<file path="src/rtl/psc_consts.vh">
// Constants for the strap configuration latch: pin slots, pull defaults,
// register indices, byte addresses, field positions and reset values.
// Assumes it is included by bare name from the rtl/ directory.
//
// What this block does
// - Sample every strap pin once at reset release and keep it as configuration.
// - Strap pins are pulled inputs during reset, normal outputs once the straps have been captured.
// - Management address low three bits come from address straps, default 1.
// - Management address bits four and three are zero.
// - Address zero is broadcast unless broadcast-disable strap or control bit 9 set.
// - Broadcast-disable strap defaults low; high makes address zero unique.
// - Mode code 001 is RMII, 101 back-to-back repeater, others reserved.
// - Isolate strap loads basic control bit 10; high enables isolation.
// - Speed strap loads basic control bit 13 and advertised speed; high 100 Mbps.
// - Duplex strap loads basic control bit 8; high half duplex, low full.
// - Auto-negotiation strap loads basic control bit 12; high enables it.
// - Test-tree strap sampled at release; low enables test tree mode.
`ifndef PSC_CONSTS_VH
`define PSC_CONSTS_VH

`define PSC_NPINS        12
`define PSC_PIN_ADDR_LO  0
`define PSC_PIN_ADDR_HI  2
`define PSC_PIN_MODE_LO  3
`define PSC_PIN_MODE_HI  5
`define PSC_PIN_ISO      6
`define PSC_PIN_SPEED    7
`define PSC_PIN_DUPLEX   8
`define PSC_PIN_ANEG     9
`define PSC_PIN_BCAST    10
`define PSC_PIN_TTREE    11
`define PSC_PIN_PULL     12'hb81

`define PSC_ADDR_UPPER   2'h0
`define PSC_MODE_RMII    3'h1
`define PSC_MODE_B2B     3'h5

`define PSC_IDX_BCTRL    8'h00
`define PSC_IDX_ADV      8'h04
`define PSC_IDX_CTRL2    8'h16
`define PSC_IDX_STRAP    8'h20
`define PSC_ADDR_BCTRL   ({`PSC_IDX_BCTRL, 2'h0})
`define PSC_ADDR_ADV     ({`PSC_IDX_ADV, 2'h0})
`define PSC_ADDR_CTRL2   ({`PSC_IDX_CTRL2, 2'h0})
`define PSC_ADDR_STRAP   ({`PSC_IDX_STRAP, 2'h0})

`define PSC_BC_DUPLEX    8
`define PSC_BC_ISO       10
`define PSC_BC_ANEG      12
`define PSC_BC_SPEED     13
`define PSC_ADV_LO       5
`define PSC_ADV_HI       8
`define PSC_ADV_SEL      5'h01
`define PSC_ADV_100      4'hc
`define PSC_ADV_10       4'h3
`define PSC_C2_BCOFF     9

`define PSC_HTRANS_NSEQ  2'h2
`define PSC_HSIZE_WORD   3'h2
`define PSC_ZERO32       32'h0000_0000

`endif

</file>
<file path="src/rtl/psc_reset_sync.v">
// Reset release synchroniser for the strap latch.
// Assumes rstn may drop at any time and must be released cleanly to refClk.
`timescale 1ns/1ps
module psc_reset_sync (
   // Clock and raw reset
   input  wire ref_clk,
   input  wire rstn,
   // Synchronised reset
   output wire rstSyncN
);
   reg stage1;
   reg stage2;

   always @(posedge ref_clk or negedge rstn) begin
      if (!rstn) begin
         stage1 <= 1'b0;
         stage2 <= 1'b0;
      end else begin
         stage1 <= 1'b1;
         stage2 <= stage1;
      end
   end

   assign rstSyncN = stage2;
endmodule

</file>
<file path="src/rtl/psc_strap_pad.v">
// Direction control for the shared strap / function pins.
// Assumes the board resolves each wire from the output enables and pulls.
`timescale 1ns/1ps
`include "psc_consts.vh"
module psc_strap_pad (
   // Clock and reset
   input  wire                    ref_clk,
   input  wire                    rstSyncN,
   // Pin role
   input  wire                    driveEn,
   input  wire [`PSC_NPINS-1:0]   funcOut,
   // Pin side
   output wire [`PSC_NPINS-1:0]   strapOut,
   output wire [`PSC_NPINS-1:0]   strapOeN,
   output wire [`PSC_NPINS-1:0]   strapPullOn
);
   genvar i;
   generate
      for (i = 0; i < `PSC_NPINS; i = i + 1) begin : gPin
         reg outBit;
         reg oeNBit;
         // Driving stays off until the level has been captured, so the
         // sample always sees the board strap rather than our own output.
         always @(posedge ref_clk or negedge rstSyncN) begin
            if (!rstSyncN) begin
               outBit <= 1'b0;
               oeNBit <= 1'b1;
            end else begin
               outBit <= driveEn ? funcOut[i] : 1'b0;
               oeNBit <= ~driveEn;
            end
         end
         assign strapOut[i]    = outBit;
         assign strapOeN[i]    = oeNBit;
         assign strapPullOn[i] = oeNBit;
      end
   endgenerate
endmodule

</file>
<file path="src/rtl/psc_strap_config_latch.v">
// Strap configuration latch with an AHB-Lite register slave.
// Assumes strap inputs are synchronous to ref_clk and held stable by the
// board through reset release; a single AHB-Lite master drives the bus.
//
// The AHB-Lite interface to the registers and the placing of the registers were left to the implementer.
`timescale 1ns/1ps
`include "psc_consts.vh"
module psc_strap_config_latch (
   // Clock and reset
   input  wire                    ref_clk,
   input  wire                    rstn,
   // AHB-Lite slave
   input  wire                    hsel,
   input  wire [31:0]             haddr,
   input  wire [1:0]              htrans,
   input  wire                    hwrite,
   input  wire [2:0]              hsize,
   input  wire [31:0]             hwdata,
   input  wire                    hready,
   output wire                    hreadyout,
   output wire                    hresp,
   output reg  [31:0]             hrdata,
   // Strap pins
   input  wire [`PSC_NPINS-1:0]   strapIn,
   output wire [`PSC_NPINS-1:0]   strapOut,
   output wire [`PSC_NPINS-1:0]   strapOeN,
   output wire [`PSC_NPINS-1:0]   strapPullOn,
   // Normal pin functions after reset
   input  wire [`PSC_NPINS-1:0]   funcOut,
   // Configuration to the transceiver
   output reg  [4:0]              mgmtAddr,
   output reg                     bcastAddrZero,
   output reg  [2:0]              ifMode,
   output reg                     rmiiMode,
   output reg                     backToBack,
   output reg                     modeReserved,
   output reg                     isolateEn,
   output reg                     speed100,
   output reg                     duplexBit,
   output reg                     autonegEn,
   output reg  [3:0]              advCaps,
   output reg                     testTreeEn,
   output reg                     strapsValid
);
   localparam [2:0] ST_HOLD   = 3'h1;
   localparam [2:0] ST_SAMPLE = 3'h2;
   localparam [2:0] ST_RUN    = 3'h4;

   wire        rstSyncN;
   reg  [2:0]  state;
   reg  [2:0]  next_state;
   wire        capture;

   // Latched straps
   reg  [2:0]  addrStrap;
   reg  [2:0]  modeStrap;
   reg         bcastStrap;
   reg         ttreeStrap;

   // Software-visible register bits
   reg         bcIso;
   reg         bcSpeed;
   reg         bcDuplex;
   reg         bcAneg;
   reg  [3:0]  adv;
   reg         c2BcOff;
   reg         next_bcIso;
   reg         next_bcSpeed;
   reg         next_bcDuplex;
   reg         next_bcAneg;
   reg  [3:0]  next_adv;
   reg         next_c2BcOff;

   // Bus pipeline
   reg         wrPend;
   reg  [9:0]  wrAddr;
   wire        addrPhase;
   wire        rdReq;
   wire        wrReq;
   wire        wrNow;
   reg  [31:0] rdValue;

   function regHit;
      input [9:0] addr;
      input [9:0] regAddr;
      begin
         regHit = (addr == regAddr);
      end
   endfunction

   function [31:0] readMux;
      input [9:0] addr;
      input       iso;
      input       spd;
      input       dup;
      input       aneg;
      input [3:0] caps;
      input       bcoff;
      input [11:0] strapStat;
      begin
         readMux = `PSC_ZERO32;
         if (regHit(addr, `PSC_ADDR_BCTRL)) begin
            readMux[`PSC_BC_SPEED]  = spd;
            readMux[`PSC_BC_ANEG]   = aneg;
            readMux[`PSC_BC_ISO]    = iso;
            readMux[`PSC_BC_DUPLEX] = dup;
         end else if (regHit(addr, `PSC_ADDR_ADV)) begin
            readMux[`PSC_ADV_HI:`PSC_ADV_LO] = caps;
            readMux[4:0] = `PSC_ADV_SEL;
         end else if (regHit(addr, `PSC_ADDR_CTRL2)) begin
            readMux[`PSC_C2_BCOFF] = bcoff;
         end else if (regHit(addr, `PSC_ADDR_STRAP)) begin
            readMux[11:0] = strapStat;
         end
      end
   endfunction

   psc_reset_sync uSync (
      .ref_clk  (ref_clk),
      .rstn     (rstn),
      .rstSyncN (rstSyncN)
   );

   psc_strap_pad uPad (
      .ref_clk     (ref_clk),
      .rstSyncN    (rstSyncN),
      .driveEn     (state == ST_RUN),
      .funcOut     (funcOut),
      .strapOut    (strapOut),
      .strapOeN    (strapOeN),
      .strapPullOn (strapPullOn)
   );

   // The board's straps are only trusted while nothing drives the nets;
   // an attached MAC must stay off them or the board must out-pull it.
   always @* begin
      next_state = state;
      case (state)
         ST_HOLD:   next_state = ST_SAMPLE;
         ST_SAMPLE: next_state = ST_RUN;
         ST_RUN:    next_state = ST_RUN;
         default:   next_state = ST_HOLD;
      endcase
   end

   assign capture = (state == ST_SAMPLE);

   always @(posedge ref_clk or negedge rstSyncN) begin
      if (!rstSyncN) begin
         state <= ST_HOLD;
      end else begin
         state <= next_state;
      end
   end

   // Strap capture; reset values mirror the internal pulls.
   always @(posedge ref_clk or negedge rstSyncN) begin
      if (!rstSyncN) begin
         addrStrap  <= 3'h1;
         modeStrap  <= 3'h0;
         bcastStrap <= 1'b0;
         ttreeStrap <= 1'b1;
      end else if (capture) begin
         addrStrap  <= strapIn[`PSC_PIN_ADDR_HI:`PSC_PIN_ADDR_LO];
         modeStrap  <= strapIn[`PSC_PIN_MODE_HI:`PSC_PIN_MODE_LO];
         bcastStrap <= strapIn[`PSC_PIN_BCAST];
         ttreeStrap <= strapIn[`PSC_PIN_TTREE];
      end
   end

   // AHB-Lite: zero wait states, always OKAY.
   assign hreadyout = 1'b1;
   assign hresp     = 1'b0;
   assign addrPhase = hsel && hready && (htrans == `PSC_HTRANS_NSEQ);
   assign rdReq     = addrPhase && !hwrite;
   assign wrReq     = addrPhase && hwrite && (hsize == `PSC_HSIZE_WORD);
   // Writes that would land during the capture cycle are dropped so the
   // strapped value is never lost to a racing write.
   assign wrNow     = wrPend && (state == ST_RUN);

   always @(posedge ref_clk or negedge rstSyncN) begin
      if (!rstSyncN) begin
         wrPend <= 1'b0;
         wrAddr <= 10'h000;
      end else begin
         wrPend <= wrReq;
         wrAddr <= haddr[9:0];
      end
   end

   always @* begin
      next_bcIso    = bcIso;
      next_bcSpeed  = bcSpeed;
      next_bcDuplex = bcDuplex;
      next_bcAneg   = bcAneg;
      next_adv      = adv;
      next_c2BcOff  = c2BcOff;
      if (capture) begin
         next_bcIso    = strapIn[`PSC_PIN_ISO];
         next_bcSpeed  = strapIn[`PSC_PIN_SPEED];
         next_adv      = strapIn[`PSC_PIN_SPEED] ? `PSC_ADV_100 : `PSC_ADV_10;
         next_bcDuplex = strapIn[`PSC_PIN_DUPLEX];
         next_bcAneg   = strapIn[`PSC_PIN_ANEG];
      end else if (wrNow) begin
         // Only software changes these after capture.
         if (regHit(wrAddr, `PSC_ADDR_BCTRL)) begin
            next_bcIso    = hwdata[`PSC_BC_ISO];
            next_bcSpeed  = hwdata[`PSC_BC_SPEED];
            next_bcDuplex = hwdata[`PSC_BC_DUPLEX];
            next_bcAneg   = hwdata[`PSC_BC_ANEG];
         end
         if (regHit(wrAddr, `PSC_ADDR_ADV)) begin
            next_adv = hwdata[`PSC_ADV_HI:`PSC_ADV_LO];
         end
         if (regHit(wrAddr, `PSC_ADDR_CTRL2)) begin
            next_c2BcOff = hwdata[`PSC_C2_BCOFF];
         end
      end
   end

   always @(posedge ref_clk or negedge rstSyncN) begin
      if (!rstSyncN) begin
         bcIso    <= 1'b0;
         bcSpeed  <= 1'b1;
         bcDuplex <= 1'b1;
         bcAneg   <= 1'b1;
         adv      <= `PSC_ADV_100;
         c2BcOff  <= 1'b0;
      end else begin
         bcIso    <= next_bcIso;
         bcSpeed  <= next_bcSpeed;
         bcDuplex <= next_bcDuplex;
         bcAneg   <= next_bcAneg;
         adv      <= next_adv;
         c2BcOff  <= next_c2BcOff;
      end
   end

   // Reads see the post-write value, so a read straight after a write to
   // the same register needs no wait state.
   always @* begin
      rdValue = readMux(haddr[9:0], next_bcIso, next_bcSpeed, next_bcDuplex,
                        next_bcAneg, next_adv, next_c2BcOff,
                        {2'h0, ttreeStrap, bcastStrap, modeStrap, addrStrap,
                         (state == ST_RUN), modeReserved});
   end

   always @(posedge ref_clk or negedge rstSyncN) begin
      if (!rstSyncN) begin
         hrdata <= `PSC_ZERO32;
      end else if (rdReq) begin
         hrdata <= rdValue;
      end
   end

   // Registered configuration outputs, one cycle behind the registers.
   always @(posedge ref_clk or negedge rstSyncN) begin
      if (!rstSyncN) begin
         mgmtAddr      <= 5'h01;
         bcastAddrZero <= 1'b1;
         ifMode        <= 3'h0;
         rmiiMode      <= 1'b0;
         backToBack    <= 1'b0;
         modeReserved  <= 1'b1;
         isolateEn     <= 1'b0;
         speed100      <= 1'b1;
         duplexBit     <= 1'b1;
         autonegEn     <= 1'b1;
         advCaps       <= `PSC_ADV_100;
         testTreeEn    <= 1'b0;
         strapsValid   <= 1'b0;
      end else begin
         mgmtAddr      <= {`PSC_ADDR_UPPER, addrStrap};
         bcastAddrZero <= !(bcastStrap || c2BcOff);
         ifMode        <= modeStrap;
         rmiiMode      <= (modeStrap == `PSC_MODE_RMII);
         backToBack    <= (modeStrap == `PSC_MODE_B2B);
         modeReserved  <= (modeStrap != `PSC_MODE_RMII) &&
                          (modeStrap != `PSC_MODE_B2B);
         isolateEn     <= bcIso;
         speed100      <= bcSpeed;
         duplexBit     <= bcDuplex;
         autonegEn     <= bcAneg;
         advCaps       <= adv;
         testTreeEn    <= !ttreeStrap;
         strapsValid   <= (state == ST_RUN);
      end
   end
endmodule

</file>
<file path="config.mk">
export PLATFORM = sky130hd
export DESIGN_NAME = psc_strap_config_latch
export DESIGN_NICKNAME = d
export VERILOG_FILES = /design/src/rtl/psc_reset_sync.v /design/src/rtl/psc_strap_pad.v /design/src/rtl/psc_strap_config_latch.v
export VERILOG_INCLUDE_DIRS = /design/src /design/src/rtl
export SDC_FILE = /design/constraint.sdc
export NUM_CORES = 1
export LEC_CHECK = 0
export BUFFER_PORTS_ARGS = -buffer_cell sky130_fd_sc_hd__buf_4
export CORE_ASPECT_RATIO = 0.7
export CORE_MARGIN = 1.5
export CORE_UTILIZATION = 33
export CTS_BUF_LIST = sky130_fd_sc_hd__clkbuf_16
export DETAILED_ROUTE_END_ITERATION = 7
export GPL_TIMING_DRIVEN = 0
export SLEW_MARGIN = 20
export SYNTH_ARGS = -nofsm -noshare
export SYNTH_HDL_FRONTEND = slang
export SYNTH_SLANG_ARGS = --single-unit
export TNS_END_PERCENT = 10
</file>
<file path="constraint.sdc">
create_clock -name ref_clk -period 3.3 [get_ports ref_clk]
set_clock_uncertainty 0.05 [all_clocks]
set_input_delay 0.165 -clock ref_clk [delete_from_list [all_inputs] [get_ports ref_clk]]
set_output_delay 0.165 -clock ref_clk [all_outputs]
set_load 0.005 [all_outputs]
</file>
==> Word level (Yosys, flattened, before mapping) <==
Cells that the tools add are included.
{ "op_classes": {"n_eq_ne": 14, "muxes": 43, "bitwise": 1, "n_reduce_logical": 14} }
{ "op_table": {"columns": ["operator", "count"], "rows": [
  ["1-bit 2-to-1 mux", 33],
  ["10-bit by 5-bit equality test with 1-bit output, second input constant", 2],
  ["10-bit by 7-bit equality test with 1-bit output, second input constant", 2],
  ["10-bit zero test", 2],
  ["9-bit 2-to-1 mux", 2],
  ["4-bit 2-to-1 mux", 4],
  ["10-bit by 8-bit equality test with 1-bit output, second input constant", 1],
  ["10-bit 2-to-1 mux", 1],
  ["8-bit 2-to-1 mux", 1],
  ["1-bit logical AND", 7],
  ["3-bit by 1-bit equality test with 1-bit output, second input constant", 2],
  ["3-bit by 2-bit equality test with 1-bit output, second input constant", 2],
  ["3-bit equality test, second input constant", 2],
  ["3-bit case mux with 2 select lines", 1],
  ["1-bit zero test", 3],
  ["3-bit by 1-bit != test with 1-bit output, second input constant", 1],
  ["3-bit != test, second input constant", 1],
  ["2-bit equality test, second input constant", 1],
  ["2-bit 2-to-1 mux", 1],
  ["2-bit OR reduction", 1],
  ["1-bit logical OR", 1],
  ["1-bit inverter", 1]
]} }
{ "totals": {"register_bits": 80, "input_bits": 98, "output_inout_bits": 92, "word_cells": 114} }

==> Longest topological paths before layout <==
Gate-level depths: netlist (run 1).
{ "logic_depth": {"ltp_word": 7, "depth_mapped": 6, "mapped_depth_nobuf": 5} }

==> Modules after synthesis <==
From an unflattened synthesis (run 1), not the netlist that was laid out.
{ "hier_totals": {"hier_cells": 278, "hier_area_um2": 3374.5} }
{ "by_module_without_submodules": {"columns": ["mod", "instances", "cells_per_inst", "area_each_um2", "seq_area_each_um2"], "rows": [
  ["psc_strap_config_latch", 1, 212, 2623.8, 1621.6],
  ["psc_strap_pad", 1, 63, 696.9, 326.6],
  ["psc_reset_sync", 1, 3, 53.8, 50.0]
]} }

==> Worst setup path after synthesis (run 1) <==
OpenSTA, ideal clock, no wires.
{ "synth_path": {"path_type": "reg-to-reg", "start": "register wrAddr[1]", "end": "register hrdata[8]", "setup_ps": 86, "arrival_time_ps": 1600, "required_time_ps": 3164, "path_slack_ps": 1564, "path_stages_with_launch": 6, "n_path_buf": 0, "synth_period_minus_slack_ps": 1736, "path_cell_list": "dfrtp_1 -> nor4b_2 -> nand4_1 -> mux2i_1 -> or3_1 -> a32oi_1"} }
{ "synth_between": {"elab_chain_len": 6, "word_cells_on_any_way": 10, "cone_classes": "eq/ne: 1; mux: 8; reduce/logical: 1"} }
{ "synth_rtl": {"columns": ["item", "line_no", "rtl"], "rows": [
  ["from (decl)", "psc_strap_config_latch.v:76", "reg [9:0] wrAddr;"],
  ["from (signal assigned)", "psc_strap_config_latch.v:187", "wrAddr <= haddr[9:0];"],
  ["10-bit by 5-bit equality test with 1-bit output", "psc_strap_config_latch.v:87", "regHit = (addr == regAddr);"],
  ["4-bit 2-to-1 mux", "psc_strap_config_latch.v:212", "if (regHit(wrAddr, `PSC_ADDR_ADV)) begin"],
  ["4-bit 2-to-1 mux", "psc_strap_config_latch.v:204", "end else if (wrNow) begin"],
  ["4-bit 2-to-1 mux", "psc_strap_config_latch.v:198", "if (capture) begin"],
  ["9-bit 2-to-1 mux", "psc_strap_config_latch.v:107", "end else if (regHit(addr, `PSC_ADDR_ADV)) begin"],
  ["1-bit 2-to-1 mux (*)", "psc_strap_config_latch.v:102", "if (regHit(addr, `PSC_ADDR_BCTRL)) begin"],
  ["to (signal assigned)", "psc_strap_config_latch.v:250", "hrdata <= `PSC_ZERO32;"],
  ["to (signal assigned)", "psc_strap_config_latch.v:252", "hrdata <= rdValue;"],
  ["to (decl)", "psc_strap_config_latch.v:22", "output reg [31:0] hrdata,"]
]} }
Every way passes the cells marked *; elsewhere a longest branch is shown, timed or not.
A chain may end at the register's enable or synchronous reset.

==> Final worst setup path (run 1) <==
{ "layout_path": {"start": "register state[1]", "end": "register hrdata[5]"} }
{ "layout_between": {"elab_chain_len": 6, "word_cells_on_any_way": 7, "cone_classes": "eq/ne: 2; mux: 4; reduce/logical: 1"} }
{ "layout_rtl": {"columns": ["item", "line_no", "rtl"], "rows": [
  ["from (decl)", "psc_strap_config_latch.v:50", "reg [2:0] state;"],
  ["from (signal assigned)", "psc_strap_config_latch.v:152", "state <= next_state;"],
  ["3-bit equality test", "psc_strap_config_latch.v:179", "assign wrNow = wrPend && (state == ST_RUN);"],
  ["1-bit logical AND", "psc_strap_config_latch.v:179", null],
  ["4-bit 2-to-1 mux", "psc_strap_config_latch.v:204", null],
  ["4-bit 2-to-1 mux (*)", "psc_strap_config_latch.v:198", null],
  ["9-bit 2-to-1 mux (*)", "psc_strap_config_latch.v:107", null],
  ["8-bit 2-to-1 mux (*)", "psc_strap_config_latch.v:102", null]
]} }
Marked as above.

==> results of run 1 <==
==> area by class of cell <==
class	count	area (µm²)
fill	866	4637
sequential	79	2002
timing repair buffer	151	1229
multi-input combinational	155	899.6
buffer	67	488.0
clock buffer	9	225.2
tap	128	160.2
clock inverter	7	66.31
inverter	4	15.01
==> what timing repair did <==
item                                   CTS  global route
endpoints found under the hold margin   31             0
hold buffers                            30             0
resized for setup                        0             0
==> worst paths after layout <==
kind	slack, ns	start	cells after the start	endpoint
hold reg to reg	0.16	uSync.rstSyncN	0	ifMode[2]
setup reg to reg	1.22	state[1]	5	hrdata[5]
min in group asynchronous	0.09	rstn	2	uSync.rstSyncN
max in group asynchronous	2.42	uSync.rstSyncN	1	uPad.gPin[2].oeNBit
setup / recovery	1.22	state[1]	5	hrdata[5]
hold / removal	0.02	funcOut[2]	2	uPad.gPin[2].outBit
==> power by group <==
group / internal [mW] / switching (mW)
combinational: 0.128 / 0.0716
sequential: 1.01 / 0.0215
clock: 0.579 / 0.374
total: 1.72 / 0.467
==> stage by stage <==
step | std cells | total power, mW | area [µm²] | util
finish | 600 | 2.189 | 5085 | 0.5230
global route | 600 | 2.287 | 5085 | 0.5230
CTS | 600 | 2.219 | 5085 | 0.5230
detailed placement | 554 | 1.225 | 4493 | 0.4622
global placement | 553 | 1.217 | 4462 | 0.4589
floorplan | 305 | 1.122 | 3401 | -
==> flip-flops by register name (all words and copies together), names as in the netlist, 3 cells and up <==
name              flops
advCaps               4
addrStrap             3
ifMode                3
state                 3
uPad.gPin.outBit     12
modeStrap             3
mgmtAddr              3
hrdata               13
adv                   4
wrAddr               10
==> per-layer routing <==
metal	track usage	vias up	share of wire
met5	0	-	0
met4	0.03805	0	0.0047
met3	0.07264	5	0.12
met2	0.2217	106	0.44
met1	0.1882	1105	0.43
li1	-	1225	-
==> kinds of logic (layout without fill, tap and decap cells) <==
logic type | count (synthesis) | after routing
simple gates | 93 | 93
flops | 79 | 79
buf+inv | 71 | 238
compound gates | 30 | 30
mux | 8 | 8
other cells | 2 | 24
==> placed cells by master, fill, tap and decap left out, types with 4 or more instances in the layout <==
| cell | Yosys | layout |
|---|---|---|
| a21oi_1 | 8 | 8 |
| a22o_1 | 4 | 4 |
| and2_1 | 12 | 12 |
| buf_4 | 60 | 180 |
| clkbuf_16 | 0 | 9 |
| conb_1 | 2 | 24 |
| dfrtp_1 | 62 | 61 |
| dfstp_2 | 17 | 17 |
| dlygate4sd3_1 | 0 | 30 |
| inv_1 | 4 | 5 |
| mux2_2 | 5 | 5 |
| nand2_1 | 33 | 33 |
| nand3_1 | 5 | 5 |
| nor2_1 | 18 | 18 |
| o21ai_0 | 6 | 6 |
==> critical path: stages, from the launching register on <==
cell and delay, ns:
dfrtp_1 0.42, nor3b_4 0.42, nand4_1 0.43, mux2_2 0.40
nor2_1 0.13, o21ai_0 0.11
==> impl_metrics.ini, run 1 <==
[logic_synthesis]
synth_top_area_frac = 0.4676
synth_area_um2 = 3318
synth_cell_type_count = 43
synthArstFlopShare = 1.000
synth-warning-count = 0
synth_top_cell_by_area = dfrtp_1
synth_edf_count = 0
synth_area_leaders = dfrtp_1, buf_4, dfstp_2, nand2_1, and2_1
synthMuxAreaShare = 0.02602
synth_common_cells = dfrtp_1, buf_4, nand2_1, nor2_1, dfstp_2
syn_area_per_cell_um2 = 11.73
synth-compound-area-share = 0.05882
yosys.area_share.xor_xnor = 0
synthCells = 283
ys_seq_elements = 79
ys_seq_area_frac = 0.6022
synth_top_family_by_area = simple AND/OR/NAND/NOR gates
synthFlopType = dfrtp_1
yosysMostFrequentCell = dfrtp_1
synthSimpleGateAreaFrac = 0.1591
synthAdderAreaFrac = 0

[grt]
gr-total-overflow = 0
track_usage = 0.1468
grt_max_degree = 58
antenna_found_initial = 0
grt_pass1_vias = 2303
grt_pass1_wl_mm = 11.67

[timing]
fin_crit_sh = 0.6301
tightest_slew_ns = 0.5861
rsz0062_at_grt = false
tns_ns = 0
slew_headroom = 0.6093
maxSlewViolCount = 0
setup_ws_ns = 1.221
fin_crit_ns = 2.079
hold_ws_ns = 0.02145
hold_viol = 0
fmax_mhz = 480.9
setup_viol = 0

[floorplan]
fp.coreArea_um2 = 9722
row_count = 30
die_area_um2 = 10680
io_pins = 190
start_util = 0.3413
die_w_um = 122.9
die_h_um = 86.90

[clocking]
clockBufferDepth = 2
clk_latency_ns = 0.33
htree_levels = 3
clkTransAtPathRegs_ns = 0.06
cts_buffers = 9
postCtsSetupRepairBufs = 0
cts_tree = done
cts_root_buf = clkbuf_16
clkSinkCount = 79

[placed_design]
place_congestion = 0.7839
place_ws_ns = 1.198
io_buffers = 120
hpwl_mm = 5.409

[setup_path]
required_ns = 3.45
cp_max_fo = 9
crit_path_end_kind = flip-flop
startpoint_type = flip-flop
crit_type = reg -> reg
critPathArrivalTime_ns = 2.23

[detailed_routing]
wl_per_cell_um = 12.68
vias = 2441
drtIter0Drc = 96
detail-route-antenna-nets = 0
drc = 0
avgViaCountPerCell = 4.068
drt_wl_total_mm = 7.608
drtPass1Iterations = 4

[outcome]
outcome = completed

[finish]
final_net_count = 565
drive_gt1_frac = 0.4936
area_growth_pct = 53.24
insertedDiodeCount = 0

[hold_path]
hold_class = in -> reg

[pwr]
vdd_ir_drop_max_mv = 0.2685
leakage_nw = 2.589
power_density_nw_per_um2 = 430.4

[run]
drv_cap = 0
No activity file was read; power rests on OpenSTA's default activity.
==> run 2: changes to the inputs <==
PLACE_DENSITY = 0.65   (was not set)
clock period = 1.8 ns   (was 3.3 ns; I/O delays follow)
==> impl_metrics.ini, run 2 (synthesized netlist as in run 1, its figures left out) <==
[setup_path]
cp_max_fo = 3
worstSetupStartpoint = wrAddr[8]
crit_path_end_kind = flip-flop
r2r-start = wrAddr[8]
required_ns = 2.02
crit_type = reg -> reg
critPathArrivalTime_ns = 1.99
startpoint_type = flip-flop

[timing]
setup_ws_ns = 0.02963
tightest_slew_ns = 0.5517
fmax_mhz = 564.9
setup_viol = 0
hold_viol = 0
fin_crit_ns = 1.770
maxSlewViolCount = 0
fin_crit_sh = 0.9835
rsz0062_at_grt = true
slew_headroom = 0.6322

[detailed_routing]
drt_wl_total_mm = 7.892
wl_per_cell_um = 12.92
drtIter0Drc = 81
drc = 0
wl_met3_um = 777
avgViaCountPerCell = 4.216
wl_met2_mm = 3.582
top_layer_used = met4
wl_met1_mm = 3.447
detail-route-antenna-nets = 0
drtPass1Iterations = 4
vias = 2576

[finish]
regMostFlops = hrdata
insertedDiodeCount = 0
final_cell_area_um2 = 5261
fin_util = 0.5412
final_common_cell = buf_4
drive_gt1_frac = 0.5052
largest_reg_flops = 13
n_fill_cell = 866
fin_cells = 611
seq_area_um2 = 2002
multi_input_area_um2 = 957.2
final_cell_mix = buf_4, dfrtp_1, dlygate4sd3_1
area_growth_pct = 58.56
top_regs = hrdata: 13 flops, uPad.gPin.outBit: 12 flops, wrAddr: 10 flops
final_net_count = 576

[clocking]
cts_root_buf = clkbuf_16
htree_levels = 3
clkSinkCount = 79
cts_tree = done
clk_latency_ns = 0.33
clkTransAtPathRegs_ns = 0.06
cts_buffers = 9
clockBufferDepth = 2

[outcome]
outcome = completed

[pwr]
vdd_ir_drop_max_mv = 0.5260
power_density_nw_per_um2 = 774.6
power_mw = 4.076
leakage_nw = 2.641

[placed_design]
dp.cells = 554
io_buffers = 120
place_ws_ns = -0.3412
place_congestion = 0.7486
place_area_um2 = 4493
hpwl_mm = 5.670

[floorplan]
start_util = 0.3413
die_h_um = 86.90
io_pins = 190
die_area_um2 = 10680
fp.coreArea_um2 = 9722
row_count = 30
die_w_um = 122.9

[grt]
grt_max_degree = 58
track_usage = 0.1518
antenna_found_initial = 0
grt_pass1_wl_mm = 12.29
grt_pass1_vias = 2510
gr-total-overflow = 0

[run]
drv_cap = 0

[hold_path]
hold_class = in -> async
run 2: routing by layer:
metal | global-route usage | up-vias
met4 | 0.04651 | 0
met2 | 0.2394 | 99
met3 | 0.06479 | 10
met5 | 0 | -
li1 | - | 1249
met1 | 0.1899 | 1218
run 2: layout make-up:
class | count | share of cell area
sequential | 79 | 0.3805
timing repair buffer | 163 | 0.2556
multi-input combinational | 155 | 0.1819
buffer | 66 | 0.09180
clock buffer | 9 | 0.04281
tap | 128 | 0.03044
clock inverter | 7 | 0.01403
inverter | 4 | 0.002854
run 2: final timing paths:
| check | endpoint | slack [ns] | cells after the start |
|---|---|---|---|
| max | hrdata[10] | 0.03 | 6 |
| min | uSync.rstSyncN | 0.02 | 2 |
| max reg2reg | hrdata[10] | 0.03 | 6 |
| min reg2reg | ifMode[2] | 0.17 | 0 |
| max in group asynchronous | autonegEn | 0.92 | 1 |
| min in group ref_clk | wrPend | 0.02 | 3 |
run 2: metrics by stage:
| stage | setup TNS, ns | hold WS (ns) |
|---|---|---|
| 6_report | 0 | 0.01695 |
| 5_1_grt | -0.4060 | 0.01320 |
| 4_1_cts | 0 | 0.005207 |
| 3_5_place_dp | -2.306 | -0.1756 |
| 3_3_place_gp | -2.777 | -0.1769 |
| 2_1_floorplan | 0 | -0.2556 |
run 2: critical path, stage by stage (launching register included):
cell and delay (ns):
dfrtp_1 0.39, nor4_4 0.34, nand4_1 0.20, buf_4 0.21
mux2i_1 0.13, a211oi_1 0.27, a21o_1 0.12
run 2: power breakdown:
part | internal [mW] | total (mW) | switching (mW) | leakage (nW)
combinational | 0.250 | 0.386 | 0.137 | 1.56
clock | 1.07 | 1.79 | 0.712 | 0.145
sequential | 1.86 | 1.90 | 0.0441 | 0.932
run 2: what timing repair did:
action / in CTS / in global routing
setup buffers: 3 / 0
endpoints found under the setup margin: 17 / 18
pin swaps: 6 / 5
gates resized for setup: 3 / 10
hold buffers: 39 / 0
endpoints found under the hold margin: 40 / 0
